**config.mk**
```make
export PLATFORM = sky130hd
export DESIGN_NAME = pcc_capture_compare
export DESIGN_NICKNAME = d
export VERILOG_FILES = /design/src/include/pcc_pkg.sv /design/src/verilog/pcc_capture_compare.sv /design/src/verilog/pcc_edge_sampler.sv
export SDC_FILE = /design/constraint.sdc
export NUM_CORES = 1
export LEC_CHECK = 0
export BUFFER_PORTS_ARGS = -buffer_cell sky130_fd_sc_hd__buf_4
export CAP_MARGIN = 10
export CORE_MARGIN = 2
export CORE_UTILIZATION = 30
export DETAILED_ROUTE_END_ITERATION = 16
export HOLD_SLACK_MARGIN = 0.1
export SETUP_SLACK_MARGIN = 0.3
export SLEW_MARGIN = 20
export SYNTH_ARGS = -nofsm -noshare
export SYNTH_HDL_FRONTEND = slang
export SYNTH_SLANG_ARGS = --single-unit
export TNS_END_PERCENT = 1
```
**constraint.sdc**
```tcl
create_clock -name clk -period 3.4 [get_ports clk]
set_clock_uncertainty 0.1 [all_clocks]
set_input_delay 0.68 -clock clk [delete_from_list [all_inputs] [get_ports clk]]
set_output_delay 0.68 -clock clk [all_outputs]
set_load 0.01 [all_outputs]
```
**src/include/pcc_pkg.sv**
```systemverilog
package pcc_pkg;

   // Channel count and register port width
   localparam int NCH = 3;
   localparam int AW = 8;

   // Register addresses on the special-function register port
   localparam logic [7:0] ADDR_FLAGS = 8'h00;
   localparam logic [7:0] ADDR_PWMCFG = 8'h01;
   localparam logic [7:0] ADDR_PINS = 8'h02;
   localparam logic [7:0] ADDR_MODE0 = 8'h04;
   localparam logic [7:0] ADDR_CPL0 = 8'h08;
   localparam logic [7:0] ADDR_CPH0 = 8'h0C;

   // Mode register bit positions
   localparam int MB_IRQEN = 0;
   localparam int MB_PWM = 1;
   localparam int MB_TOG = 2;
   localparam int MB_MAT = 3;
   localparam int MB_FALL = 4;
   localparam int MB_RISE = 5;
   localparam int MB_ECOM = 6;
   localparam int MB_WIDE = 7;

   // Cycle configuration bit positions
   localparam int PB_CLS_LO = 0;
   localparam int PB_CLS_HI = 1;
   localparam int PB_OVIE = 5;
   localparam int PB_OVF = 6;
   localparam int PB_RELOAD_WINDOW_SELECT = 7;

   // Reset values and counter constants
   localparam logic [7:0] MODE_RST = 8'h00;
   localparam logic [15:0] CMP_RST = 16'h0000;
   localparam logic [1:0] CLS_8BIT = 2'b00;
   localparam logic [1:0] CLS_9BIT = 2'b01;
   localparam logic [1:0] CLS_10BIT = 2'b10;
   localparam logic [15:0] MASK_8 = 16'h00FF;
   localparam logic [15:0] MASK_9 = 16'h01FF;
   localparam logic [15:0] MASK_10 = 16'h03FF;
   localparam logic [15:0] MASK_11 = 16'h07FF;
   localparam logic [15:0] CNT_MAX = 16'hFFFF;
   localparam logic [7:0] BYTE_ZERO = 8'h00;

   typedef enum logic [5:0] {
      MD_CAPTURE = 6'b00_0001,
      MD_TIMER = 6'b00_0010,
      MD_HSO = 6'b00_0100,
      MD_FREQ = 6'b00_1000,
      MD_PWM_LOW = 6'b01_0000,
      MD_PWM16 = 6'b10_0000
   } pcc_mode_t;

   typedef struct packed {
      logic [7:0] mode;
      logic [15:0] cmp;
      logic [15:0] reload;
      logic pin;
   } pcc_chan_t;

   typedef struct packed {
      logic wr;
      logic rd;
      logic [7:0] addr;
      logic [7:0] wdata;
   } pcc_sfr_req_t;

   typedef struct packed {
      logic [15:0] value;
      logic tick;
   } pcc_cnt_t;

   typedef struct packed {
      logic [NCH-1:0] now;
      logic [NCH-1:0] prev;
   } pcc_edge_st_t;

   function automatic pcc_mode_t decode_mode(input logic [7:0] m);
      if (m[MB_PWM] && m[MB_TOG])
         return MD_FREQ;
      else if (m[MB_PWM] && m[MB_WIDE])
         return MD_PWM16;
      else if (m[MB_PWM])
         return MD_PWM_LOW;
      else if (m[MB_TOG])
         return MD_HSO;
      else if (m[MB_MAT])
         return MD_TIMER;
      else
         return MD_CAPTURE;
   endfunction

   function automatic logic [15:0] len_mask(input logic [1:0] cls);
      unique case (cls)
         CLS_8BIT: return MASK_8;
         CLS_9BIT: return MASK_9;
         CLS_10BIT: return MASK_10;
         default: return MASK_11;
      endcase
   endfunction

   function automatic logic hit(input logic [7:0] a, input logic [7:0] base, input int idx);
      return a == (base + 8'(idx));
   endfunction

endpackage

```
**src/verilog/pcc_capture_compare.sv**
```systemverilog
// How it works
// [RQ1] Each module keeps its own mode byte and runs in its mode alone.
// [RQ2] One shared cycle-length field serves every module in 8 to 11-bit PWM.
// [RQ3] Cycle-length field 00/01/10/11 selects 8/9/10/11-bit PWM.
// [RQ4] Interrupt enable bit 0 lets a set module flag raise the interrupt.
// [RQ5] Capture mode: bits 3-1 zero; bit 5 rising, bit 4 falling, both either.
// [RQ6] Selected pin edge copies the counter into the module value and sets flag.
// [RQ7] Outside source holds each capture level at least two clocks.
// [RQ8] The sampled pin level stays readable to tell which edge captured.
// [RQ9] Module flags stay set until software writes them clear.
// [RQ10] Software timer: comparator and match enables; flag on 16-bit equality.
// [RQ11] Low byte write clears comparator enable; high byte write sets it.
// [RQ12] Software writes low byte before high byte.
// [RQ13] High-speed output: toggle pin on each 16-bit match; set flag when match enable is set.
// [RQ14] Comparator off in high-speed output holds the pin and stops toggling.
// [RQ15] Frequency output: low byte match toggles pin, adds high byte to low.
// [RQ16] Frequency high byte counts half-period clocks; zero acts as 256.
// [RQ17] Frequency output selected by toggle and PWM bits both set.
// [RQ18] Frequency mode with match enable flags only on full 16-bit equality.
// [RQ19] Comparator off: no toggling, and every PWM mode drives low.
// [RQ20] PWM modes set the module flag on match when match enable is set.
// [RQ21] Config bit 5 enables interrupt on overflow from the selected bit.
// [RQ22] Config bit 7 steers data bytes: 0 module value, 1 reload value.
// [RQ23] Mode bit 7 with PWM bit set and toggle bit clear picks 16-bit PWM, ignoring cycle length.
// [RQ24] 8-bit PWM: high on low byte match, low on overflow, low reloads high.
// [RQ25] 9-11 bit PWM: high on N-bit match; overflow lowers, flags, reloads.
// [RQ26] 16-bit PWM: high on 16-bit match, low on 16-bit overflow.
// [RQ27] Compare, toggle and PWM events only on counter ticks, current value.
module pcc_capture_compare
(
   // Clock and reset
   input wire logic clk,
   input wire logic rstn,
   // Register port
   input wire pcc_pkg::pcc_sfr_req_t sfr_req,
   output logic [7:0] sfr_rdata,
   // Shared counter
   input wire pcc_pkg::pcc_cnt_t cnt,
   // Module pins
   input wire logic [pcc_pkg::NCH-1:0] pin_in,
   output logic [pcc_pkg::NCH-1:0] pin_out,
   output logic [pcc_pkg::NCH-1:0] pin_oe_n,
   // Interrupt request
   output logic irq
);

   typedef struct packed {
      pcc_pkg::pcc_chan_t [pcc_pkg::NCH-1:0] ch;
      logic [pcc_pkg::NCH-1:0] flags;
      logic [1:0] cls;
      logic ovie;
      logic ovf;
      logic reload_window_select;
      logic [pcc_pkg::NCH-1:0] oe_n;
      logic [7:0] rdata;
      logic irq;
   } pcc_state_t;

   pcc_state_t st_r;
   pcc_state_t st_nxt;
   logic [pcc_pkg::NCH-1:0] pin_lvl;
   logic [pcc_pkg::NCH-1:0] pin_rise;
   logic [pcc_pkg::NCH-1:0] pin_fall;

   pcc_edge_sampler u_edge
   (
      .clk(clk),
      .rstn(rstn),
      .pin_in(pin_in),
      .level(pin_lvl),
      .rise(pin_rise),
      .fall(pin_fall)
   );

   always_comb
   begin
      pcc_pkg::pcc_mode_t md;
      logic [15:0] msk;
      logic [pcc_pkg::NCH-1:0] set_vec;
      logic [pcc_pkg::NCH-1:0] ien;
      logic m16;
      logic ecom;
      logic mat;
      logic ovf_n;
      md = pcc_pkg::MD_CAPTURE;
      msk = pcc_pkg::len_mask(st_r.cls); // [RQ2] [RQ3]
      set_vec = '0;
      ien = '0;
      m16 = 1'b0;
      ecom = 1'b0;
      mat = 1'b0;
      // Overflow out of bit N, seen on the tick that wraps the low N bits
      ovf_n = cnt.tick && ((cnt.value & msk) == msk); // [RQ27]
      st_nxt = st_r;

      for (int i = 0; i < pcc_pkg::NCH; i++)
      begin
         md = pcc_pkg::decode_mode(st_r.ch[i].mode); // [RQ1] [RQ17] [RQ23]
         ecom = st_r.ch[i].mode[pcc_pkg::MB_ECOM];
         mat = st_r.ch[i].mode[pcc_pkg::MB_MAT];
         m16 = cnt.tick && (cnt.value == st_r.ch[i].cmp); // [RQ27]
         unique case (md)
            pcc_pkg::MD_CAPTURE:
            begin
               // Capture is not tied to the tick: pin edges are sampled every clock
               if ((pin_rise[i] && st_r.ch[i].mode[pcc_pkg::MB_RISE]) ||
                   (pin_fall[i] && st_r.ch[i].mode[pcc_pkg::MB_FALL])) // [RQ5]
               begin
                  st_nxt.ch[i].cmp = cnt.value; // [RQ6]
                  set_vec[i] = 1'b1;
               end
            end
            pcc_pkg::MD_TIMER:
            begin
               if (ecom && m16)
                  set_vec[i] = 1'b1; // [RQ10]
            end
            pcc_pkg::MD_HSO:
            begin
               // Comparator off leaves the pin where it is
               if (ecom && m16) // [RQ14] [RQ19]
               begin
                  st_nxt.ch[i].pin = ~st_r.ch[i].pin; // [RQ13]
                  set_vec[i] = mat;
               end
            end
            pcc_pkg::MD_FREQ:
            begin
               if (ecom && cnt.tick && (cnt.value[7:0] == st_r.ch[i].cmp[7:0])) // [RQ19]
               begin
                  st_nxt.ch[i].pin = ~st_r.ch[i].pin; // [RQ15]
                  // Adding zero lands on the same value again, 256 counts later
                  st_nxt.ch[i].cmp[7:0] = st_r.ch[i].cmp[7:0] + st_r.ch[i].cmp[15:8]; // [RQ16]
               end
               if (mat && m16)
                  set_vec[i] = 1'b1; // [RQ18]
            end
            pcc_pkg::MD_PWM_LOW:
            begin
               if (ovf_n)
               begin
                  st_nxt.ch[i].pin = 1'b0;
                  if (st_r.cls == pcc_pkg::CLS_8BIT)
                     st_nxt.ch[i].cmp[7:0] = st_r.ch[i].cmp[15:8]; // [RQ24]
                  else
                     st_nxt.ch[i].cmp = st_r.ch[i].reload; // [RQ25]
               end
               // Match after overflow so the all-ones value keeps the pin high across the overflow
               if (cnt.tick && ((cnt.value & msk) == (st_r.ch[i].cmp & msk))) // [RQ24] [RQ25]
               begin
                  st_nxt.ch[i].pin = 1'b1;
                  set_vec[i] = mat; // [RQ20]
               end
               if (!ecom)
                  st_nxt.ch[i].pin = 1'b0; // [RQ19]
            end
            pcc_pkg::MD_PWM16:
            begin
               if (cnt.tick && (cnt.value == pcc_pkg::CNT_MAX))
                  st_nxt.ch[i].pin = 1'b0; // [RQ26]
               if (m16)
               begin
                  st_nxt.ch[i].pin = 1'b1; // [RQ26]
                  set_vec[i] = mat; // [RQ20]
               end
               if (!ecom)
                  st_nxt.ch[i].pin = 1'b0; // [RQ19]
            end
         endcase
         st_nxt.oe_n[i] = (md == pcc_pkg::MD_CAPTURE) || (md == pcc_pkg::MD_TIMER);

         // Register writes win over same-cycle hardware updates of the data bytes
         if (sfr_req.wr && pcc_pkg::hit(sfr_req.addr, pcc_pkg::ADDR_MODE0, i))
            st_nxt.ch[i].mode = sfr_req.wdata;
         if (sfr_req.wr && pcc_pkg::hit(sfr_req.addr, pcc_pkg::ADDR_CPL0, i))
         begin
            if (st_r.reload_window_select)
               st_nxt.ch[i].reload[7:0] = sfr_req.wdata; // [RQ22]
            else
               st_nxt.ch[i].cmp[7:0] = sfr_req.wdata;
            st_nxt.ch[i].mode[pcc_pkg::MB_ECOM] = 1'b0; // [RQ11]
         end
         if (sfr_req.wr && pcc_pkg::hit(sfr_req.addr, pcc_pkg::ADDR_CPH0, i))
         begin
            if (st_r.reload_window_select)
               st_nxt.ch[i].reload[15:8] = sfr_req.wdata; // [RQ22]
            else
               st_nxt.ch[i].cmp[15:8] = sfr_req.wdata;
            st_nxt.ch[i].mode[pcc_pkg::MB_ECOM] = 1'b1; // [RQ11]
         end
      end

      // Flags: software write first, hardware set on top so no event is lost
      if (sfr_req.wr && (sfr_req.addr == pcc_pkg::ADDR_FLAGS))
         st_nxt.flags = sfr_req.wdata[pcc_pkg::NCH-1:0];
      st_nxt.flags = st_nxt.flags | set_vec; // [RQ9]

      if (sfr_req.wr && (sfr_req.addr == pcc_pkg::ADDR_PWMCFG))
      begin
         st_nxt.cls = sfr_req.wdata[pcc_pkg::PB_CLS_HI:pcc_pkg::PB_CLS_LO]; // [RQ3]
         st_nxt.ovie = sfr_req.wdata[pcc_pkg::PB_OVIE];
         st_nxt.ovf = sfr_req.wdata[pcc_pkg::PB_OVF];
         st_nxt.reload_window_select = sfr_req.wdata[pcc_pkg::PB_RELOAD_WINDOW_SELECT];
      end
      if (ovf_n)
         st_nxt.ovf = 1'b1; // [RQ25]

      for (int i = 0; i < pcc_pkg::NCH; i++)
         ien[i] = st_nxt.ch[i].mode[pcc_pkg::MB_IRQEN];
      st_nxt.irq = (|(st_nxt.flags & ien)) || (st_nxt.ovf && st_nxt.ovie); // [RQ4] [RQ21]

      // Read data is captured on the read strobe and held until the next read
      if (sfr_req.rd)
      begin
         st_nxt.rdata = pcc_pkg::BYTE_ZERO;
         if (sfr_req.addr == pcc_pkg::ADDR_FLAGS)
            st_nxt.rdata[pcc_pkg::NCH-1:0] = st_r.flags;
         if (sfr_req.addr == pcc_pkg::ADDR_PWMCFG)
         begin
            st_nxt.rdata[pcc_pkg::PB_CLS_HI:pcc_pkg::PB_CLS_LO] = st_r.cls;
            st_nxt.rdata[pcc_pkg::PB_OVIE] = st_r.ovie;
            st_nxt.rdata[pcc_pkg::PB_OVF] = st_r.ovf;
            st_nxt.rdata[pcc_pkg::PB_RELOAD_WINDOW_SELECT] = st_r.reload_window_select;
         end
         if (sfr_req.addr == pcc_pkg::ADDR_PINS)
            st_nxt.rdata[pcc_pkg::NCH-1:0] = pin_lvl; // [RQ8]
         for (int i = 0; i < pcc_pkg::NCH; i++)
         begin
            if (pcc_pkg::hit(sfr_req.addr, pcc_pkg::ADDR_MODE0, i))
               st_nxt.rdata = st_r.ch[i].mode;
            if (pcc_pkg::hit(sfr_req.addr, pcc_pkg::ADDR_CPL0, i))
               st_nxt.rdata = st_r.reload_window_select ? st_r.ch[i].reload[7:0] : st_r.ch[i].cmp[7:0]; // [RQ22]
            if (pcc_pkg::hit(sfr_req.addr, pcc_pkg::ADDR_CPH0, i))
               st_nxt.rdata = st_r.reload_window_select ? st_r.ch[i].reload[15:8] : st_r.ch[i].cmp[15:8]; // [RQ22]
         end
      end
   end

   always_ff @(posedge clk or negedge rstn)
   begin
      if (!rstn)
      begin
         st_r <= '0;
         st_r.oe_n <= '1;
         for (int i = 0; i < pcc_pkg::NCH; i++)
         begin
            st_r.ch[i].mode <= pcc_pkg::MODE_RST;
            st_r.ch[i].cmp <= pcc_pkg::CMP_RST;
            st_r.ch[i].reload <= pcc_pkg::CMP_RST;
         end
         st_r.cls <= pcc_pkg::CLS_8BIT;
      end
      else
         st_r <= st_nxt;
   end

   assign sfr_rdata = st_r.rdata;
   assign irq = st_r.irq;
   always_comb
   begin
      for (int i = 0; i < pcc_pkg::NCH; i++)
         pin_out[i] = st_r.ch[i].pin;
   end
   assign pin_oe_n = st_r.oe_n;

   // Checks on module 0; the modules share one code path
   logic wr_cpl0;
   logic wr_cph0;
   logic wr_flags;
   pcc_pkg::pcc_mode_t md0;
   assign wr_cpl0 = sfr_req.wr && (sfr_req.addr == pcc_pkg::ADDR_CPL0);
   assign wr_cph0 = sfr_req.wr && (sfr_req.addr == pcc_pkg::ADDR_CPH0);
   assign wr_flags = sfr_req.wr && (sfr_req.addr == pcc_pkg::ADDR_FLAGS);
   assign md0 = pcc_pkg::decode_mode(st_r.ch[0].mode);

   property p_low_write_clears_ecom;
      @(posedge clk) disable iff (!rstn)
      wr_cpl0 |=> !st_r.ch[0].mode[pcc_pkg::MB_ECOM];
   endproperty
   a_low_write_clears_ecom: assert property (p_low_write_clears_ecom) else $error("low write kept ecom"); // [RQ11]

   property p_high_write_sets_ecom;
      @(posedge clk) disable iff (!rstn)
      wr_cph0 |=> st_r.ch[0].mode[pcc_pkg::MB_ECOM] && (st_r.ch[0].cmp[15:8] == $past(sfr_req.wdata) || st_r.reload_window_select);
   endproperty
   a_high_write_sets_ecom: assert property (p_high_write_sets_ecom) else $error("high write missed"); // [RQ11]

   property p_capture_loads;
      @(posedge clk) disable iff (!rstn)
      (md0 == pcc_pkg::MD_CAPTURE && pin_rise[0] && st_r.ch[0].mode[pcc_pkg::MB_RISE] && !wr_cpl0 && !wr_cph0)
      |=> (st_r.ch[0].cmp == $past(cnt.value)) && st_r.flags[0];
   endproperty
   a_capture_loads: assert property (p_capture_loads) else $error("capture did not load"); // [RQ6]

   property p_timer_flag;
      @(posedge clk) disable iff (!rstn)
      (md0 == pcc_pkg::MD_TIMER && st_r.ch[0].mode[pcc_pkg::MB_ECOM] && cnt.tick && cnt.value == st_r.ch[0].cmp)
      |=> st_r.flags[0];
   endproperty
   a_timer_flag: assert property (p_timer_flag) else $error("timer match lost"); // [RQ10]

   property p_flag_sticky;
      @(posedge clk) disable iff (!rstn)
      (st_r.flags[0] && !wr_flags) |=> st_r.flags[0];
   endproperty
   a_flag_sticky: assert property (p_flag_sticky) else $error("flag cleared by hardware"); // [RQ9]

   property p_pwm_off_low;
      @(posedge clk) disable iff (!rstn)
      ((md0 == pcc_pkg::MD_PWM_LOW || md0 == pcc_pkg::MD_PWM16) && !st_nxt.ch[0].mode[pcc_pkg::MB_ECOM]
       && st_nxt.ch[0].mode == st_r.ch[0].mode) ##1 !st_r.ch[0].mode[pcc_pkg::MB_ECOM] |-> !pin_out[0];
   endproperty
   a_pwm_off_low: assert property (p_pwm_off_low) else $error("pwm not low with comparator off"); // [RQ19]

   property p_hso_hold;
      @(posedge clk) disable iff (!rstn)
      (md0 == pcc_pkg::MD_HSO && !st_r.ch[0].mode[pcc_pkg::MB_ECOM]) |=> $stable(pin_out[0]);
   endproperty
   a_hso_hold: assert property (p_hso_hold) else $error("hso toggled while off"); // [RQ14]

   property p_pwm8_reload;
      @(posedge clk) disable iff (!rstn)
      (md0 == pcc_pkg::MD_PWM_LOW && st_r.cls == pcc_pkg::CLS_8BIT && cnt.tick && cnt.value[7:0] == 8'hFF
       && st_r.ch[0].cmp[7:0] != 8'hFF && !wr_cpl0 && !wr_cph0)
      |=> !pin_out[0] && (st_r.ch[0].cmp[7:0] == $past(st_r.ch[0].cmp[15:8])) && st_r.ovf;
   endproperty
   a_pwm8_reload: assert property (p_pwm8_reload) else $error("8-bit overflow wrong"); // [RQ24]

   property p_irq_follows;
      @(posedge clk) disable iff (!rstn)
      (st_r.flags[0] && st_r.ch[0].mode[pcc_pkg::MB_IRQEN]) |-> irq;
   endproperty
   a_irq_follows: assert property (p_irq_follows) else $error("interrupt not raised"); // [RQ4]

   property p_pwm16_rise;
      @(posedge clk) disable iff (!rstn)
      (md0 == pcc_pkg::MD_PWM16 && st_r.ch[0].mode[pcc_pkg::MB_ECOM] && cnt.tick && cnt.value == st_r.ch[0].cmp)
      |=> pin_out[0];
   endproperty
   a_pwm16_rise: assert property (p_pwm16_rise) else $error("pwm16 match did not raise pin"); // [RQ26]

endmodule

```
**src/verilog/pcc_edge_sampler.sv**
```systemverilog
module pcc_edge_sampler
(
   // Clock and reset
   input wire logic clk,
   input wire logic rstn,
   // Pins
   input wire logic [pcc_pkg::NCH-1:0] pin_in,
   // Sampled level and edges
   output logic [pcc_pkg::NCH-1:0] level,
   output logic [pcc_pkg::NCH-1:0] rise,
   output logic [pcc_pkg::NCH-1:0] fall
);

   pcc_pkg::pcc_edge_st_t st_r;
   pcc_pkg::pcc_edge_st_t st_nxt;

   // Two sampled stages: a level sampled on a single clock is already seen as an edge
   always_comb
   begin
      st_nxt.now = pin_in;
      st_nxt.prev = st_r.now;
   end

   always_ff @(posedge clk or negedge rstn)
   begin
      if (!rstn)
         st_r <= '0;
      else
         st_r <= st_nxt;
   end

   assign level = st_r.now;
   assign rise = st_r.now & ~st_r.prev;
   assign fall = ~st_r.now & st_r.prev;

endmodule
```
Word level (Yosys, flattened, before mapping)
Index checks and enable logic that the tools add are counted.
{"block": "classes", "add_sub_neg": 3, "n_eq_ne": 54, "n_mux": 124, "n_bitwise": 13, "reduce_logical": 69}
{"cell": "8-bit 2-to-1 mux", "count": 36}
{"cell": "16-bit == test", "count": 7}
{"cell": "16-bit 2-to-1 mux", "count": 6}
{"cell": "8-bit case mux with 3 select lines", "count": 3}
{"cell": "16-bit AND", "count": 4}
{"cell": "8-bit by 4-bit == test with 1-bit output (second input constant)", "count": 6}
{"cell": "8-bit case mux with 2 select lines", "count": 3}
{"cell": "1-bit 2-to-1 mux", "count": 45}
{"cell": "1-bit logical AND", "count": 44}
{"cell": "6-bit 2-to-1 mux", "count": 6}
{"cell": "11-bit case mux with 3 select lines", "count": 1}
{"cell": "8-bit adder", "count": 3}
{"cell": "8-bit by 3-bit == test with 1-bit output (second input constant)", "count": 3}
{"cell": "8-bit == test", "count": 3}
{"cell": "3-bit 2-to-1 mux", "count": 8}
{"cell": "4-bit != test (second input constant)", "count": 6}
{"cell": "7-bit 2-to-1 mux", "count": 3}
{"cell": "6-bit by 1-bit == test with 1-bit output (second input constant)", "count": 3}
{"cell": "6-bit by 2-bit == test with 1-bit output (second input constant)", "count": 3}
{"cell": "6-bit by 3-bit == test with 1-bit output (second input constant)", "count": 3}
{"cell": "6-bit by 4-bit == test with 1-bit output (second input constant)", "count": 3}
{"cell": "6-bit by 5-bit == test with 1-bit output (second input constant)", "count": 3}
{"cell": "6-bit == test (second input constant)", "count": 3}
{"cell": "1-bit case mux with 6 select lines", "count": 3}
{"cell": "21 further kinds", "count": 55}
{"block": "totals", "reg_bits": 149, "elab_cells": 294}

Logic depth before layout (Yosys ltp)
{"block": "depth", "ltp_word": 13, "ltp_mapped": 10, "depth_no_buf": 9}

Cells and area by module
Synthesis repeated with hierarchy kept, for this count alone.
{"block": "hier_totals", "hier_cells": 1137, "hier_area_um2": 10647.7}
{"mod": "pcc_capture_compare", "n_inst": 1, "cells_each": 1122, "area_each_um2": 10422.5}
{"mod": "pcc_edge_sampler", "n_inst": 1, "cells_each": 15, "area_each_um2": 225.2}

Worst setup path before layout
No wires, ideal clock.
{"block": "synth_timing", "kind": "input-to-reg", "from": "input sfr_req[13] (netlist name)", "to": "register st_r (netlist bit irq)", "setup_time_ps": 119, "t_arrival_ps": 2694, "required_ps": 3181, "setup_slack_ps": 487, "stages": 7, "path_buffers": 1, "cell_sequence": "or4_4 -> or3_1 -> buf_2 -> nor2_4 -> mux2_2 -> a221oi_1 -> a21bo_2"}
{"item": "from (decl)", "line_no": "pcc_capture_compare.sv:35", "text": "input wire pcc_pkg::pcc_sfr_req_t sfr_req,"}
{"item": "to (signal assigned)", "line_no": "pcc_capture_compare.sv:254", "text": "st_r <= st_nxt;"}
{"item": "to (decl)", "line_no": "pcc_capture_compare.sv:59", "text": "pcc_state_t st_r;"}

==> metrics <==
Yosys reg bits 149; Hold Vio Cnt, Final 0; core box area 35400 um^2; GRT Overall Usage 21.9%; Clock Latency Late Sink between 0.4 and 0.5 ns; Reg area 3730 um^2; Syn Area/Cell 9.07 um^2; Die Width 193 um; TritonCTS clock tree done; post-CTS resize count 0; CTS buffer count 17; via/cell ratio 5.86; most frequent cells after synthesis dfrtp_1 (146), nand2_1 (118), nor2_1 (111), mux2_2 (95), a21oi_1 (76); FMAX 0.337 GHz; CP Class flop to flop; CP arrival 3.20 ns; buffers added on ports 54; Detail Route Antenna Nets 0; final cycle utilization of the critical path 87.3%; Top FF cell, synth dfrtp_1; Die Y 193 um; status finished clean; HPWL after DPL 30000 um; Clock Tree Buf Depth 2; Initial Utilization between 30 and 40%; Post-Place Worst Slack 0.204 ns; 1st-iter DRT viols approximately 1400; MaxCap Viol Count 0; setup violators final 0; final setup margin 0.433 ns; fillers 3698; number of synthesized flops with an enable pin 0; Cells after Synth about 1200; peak supply drop between 0.0003 and 0.0004 V; Final Util 35.0%; H-tree depth 4; Fin Setup TNS 0 ns; layout cell share with drive strength beyond 1 21.7%; initial antenna violation count 1; final WL about 42000 um; DR DRC count 0; routed length per instance ~24 um; post-synth top area share 34.0%; RSZ-0062 raised after global routing false; critical-path maximum fanout 9; Static Leak 5.33 nW; area occupied by multi-input gates about 6600 um^2; Yosys warning total 0; Period minus WS final 2.97 ns; Slew HR 42.3%; nets 1307; worst-margin pin slew 0.860 ns; max-slew violation count 0; Crit path required time 3.63 ns; Vias 10000; FP Rows 69; Async S/R FF share, synth between 90% and 100%; sequential element share of the synthesized area 34.7%; # IOs 55; clock-pin slew on the worst setup and hold paths 0.07 ns; synth top area cells dfrtp_1 (34%), mux2_2 (10%), mux2i_1 (5.1%); Area Growth Syn to Fin 15.4%; syn nets between 1000 and 1500; mapped cell area 10700 um^2; Die Footprint ~37000 um^2; clock root buffer clkbuf_16; Unique masters post-synth 76; largest net degree at the start of global routing 73; drt pass-1 iters 5; total power 0.00575 W; vias in the first global route 9696; clock sinks 149; GP Congestion approximately 1.0; min-delay worst type input pin to async pin; top-count cell post-synth dfrtp_1; cell taking the most area after synthesis dfrtp_1; crit path launch type flop; CP Capture Type flop; first-pass GRT wire length 61700 um; gr ovfl total 0; PwrDens about 460 nW/um^2; cts hold-fix bufs 0; Post-CTS Setup Bufs 0
==> worst max-delay path, stage by stage, from the launching register on <==
cell and delay [ns]:
dfrtp_1 0.52, nor2b_1 0.20, o21ai_0 0.43, nand3_1 0.56
a21oi_1 0.43, nand2_1 0.20, a221oi_1 0.33, nor2_1 0.08
==> per-layer routing <==
metal | track usage, % | routed length [um] | up-vias | share of wire [%]
li1 | - | - | 4442 | -
met4 | 9.27 | 1660 | 0 | 4.0
met5 | 0 | 0 | - | 0
met2 | 32.4 | 18000 | 530 | 43
met3 | 5.37 | 4060 | 103 | 9.8
met1 | 30.5 | 17800 | 4926 | 43
==> layout by cell type (no fill, tap or decap), drive strengths merged, types with 13 or more instances in the layout <==
master and instances:
o211ai 13, nand3 26, ha 31, clkbuf 20
a22oi 30, a31oi 34, mux2i 55, nand4 15
xor2 21, a21oi 76, nor3 19, nand2 120
a221oi 14, buf 109, mux2 103, nor2 114
dfrtp 146, xnor2 41, inv 26, o21ai 63
==> layout make-up <==
cell class	instances	area share, %
clock inverter	12	1.01
multi-input combinational	932	52.9
timing repair buffer	109	6.83
tap	461	4.65
clock buffer	20	3.77
inverter	24	0.727
sequential	149	30.1
antenna	1	0.0202
==> cells by family after synthesis <==
family                     after synthesis  synth area share (%)
buffers and inverters                  103                  4.36
DFF                                    149                  34.7
adders and majority gates               34                  4.17
and+or+nand+nor                        368                  16.6
muxes                                  158                  16.2
AOI/OAI and AO/OA                      310                  18.8
xor gates and xnor gates                62                  5.05
==> flip-flops by register name (all words and copies together), names as in the netlist <==
| signal | flops |
|---|---|
| irq | 1 |
| pin_oe_n | 3 |
| pin_out | 3 |
| sfr_rdata | 8 |
| st_r | 128 |
| u_edge.level | 3 |
| u_edge.st_r | 3 |
==> metrics by stage <==
step / hold WS (ns) / instance area (um^2) / cells
after floorplan: 0.284 / 10700 / 1184
after global placement: 0.401 / 11800 / 1675
after detailed placement: 0.390 / 11800 / 1675
after CTS: 0.195 / 12400 / 1707
after global routing: 0.221 / 12400 / 1707
final: 0.173 / 12400 / 1708
==> power breakdown <==
part	total, W	switching, W	internal (W)	leakage, nW
Sequential	0.00229	0.000345	0.00194	1.98
Clock	0.00195	0.000819	0.00114	0.288
Combinational	0.00151	0.000842	0.000663	3.06
Total	0.00575	0.00201	0.00374	5.33
==> final timing paths <==
kind	start	to	slack, ns	cells after the start
worst min-delay path	rstn	st_r[33]$_DFFE_PN0P_	0.17	1
min in group clk	pin_in[0]	u_edge.level[0]$_DFF_PN0_	0.23	1
worst max-delay path	st_r[16]$_DFFE_PN0P_	st_r[82]$_DFF_PN0_	0.43	7
worst max register to register	st_r[16]$_DFFE_PN0P_	st_r[82]$_DFF_PN0_	0.43	7
max in group asynchronous	rstn	st_r[67]$_DFFE_PN0P_	2.20	2
worst min register to register	u_edge.level[0]$_DFF_PN0_	u_edge.st_r[0]$_DFF_PN0_	0.41	0
Note: power is estimated with default switching activity, not from simulation.
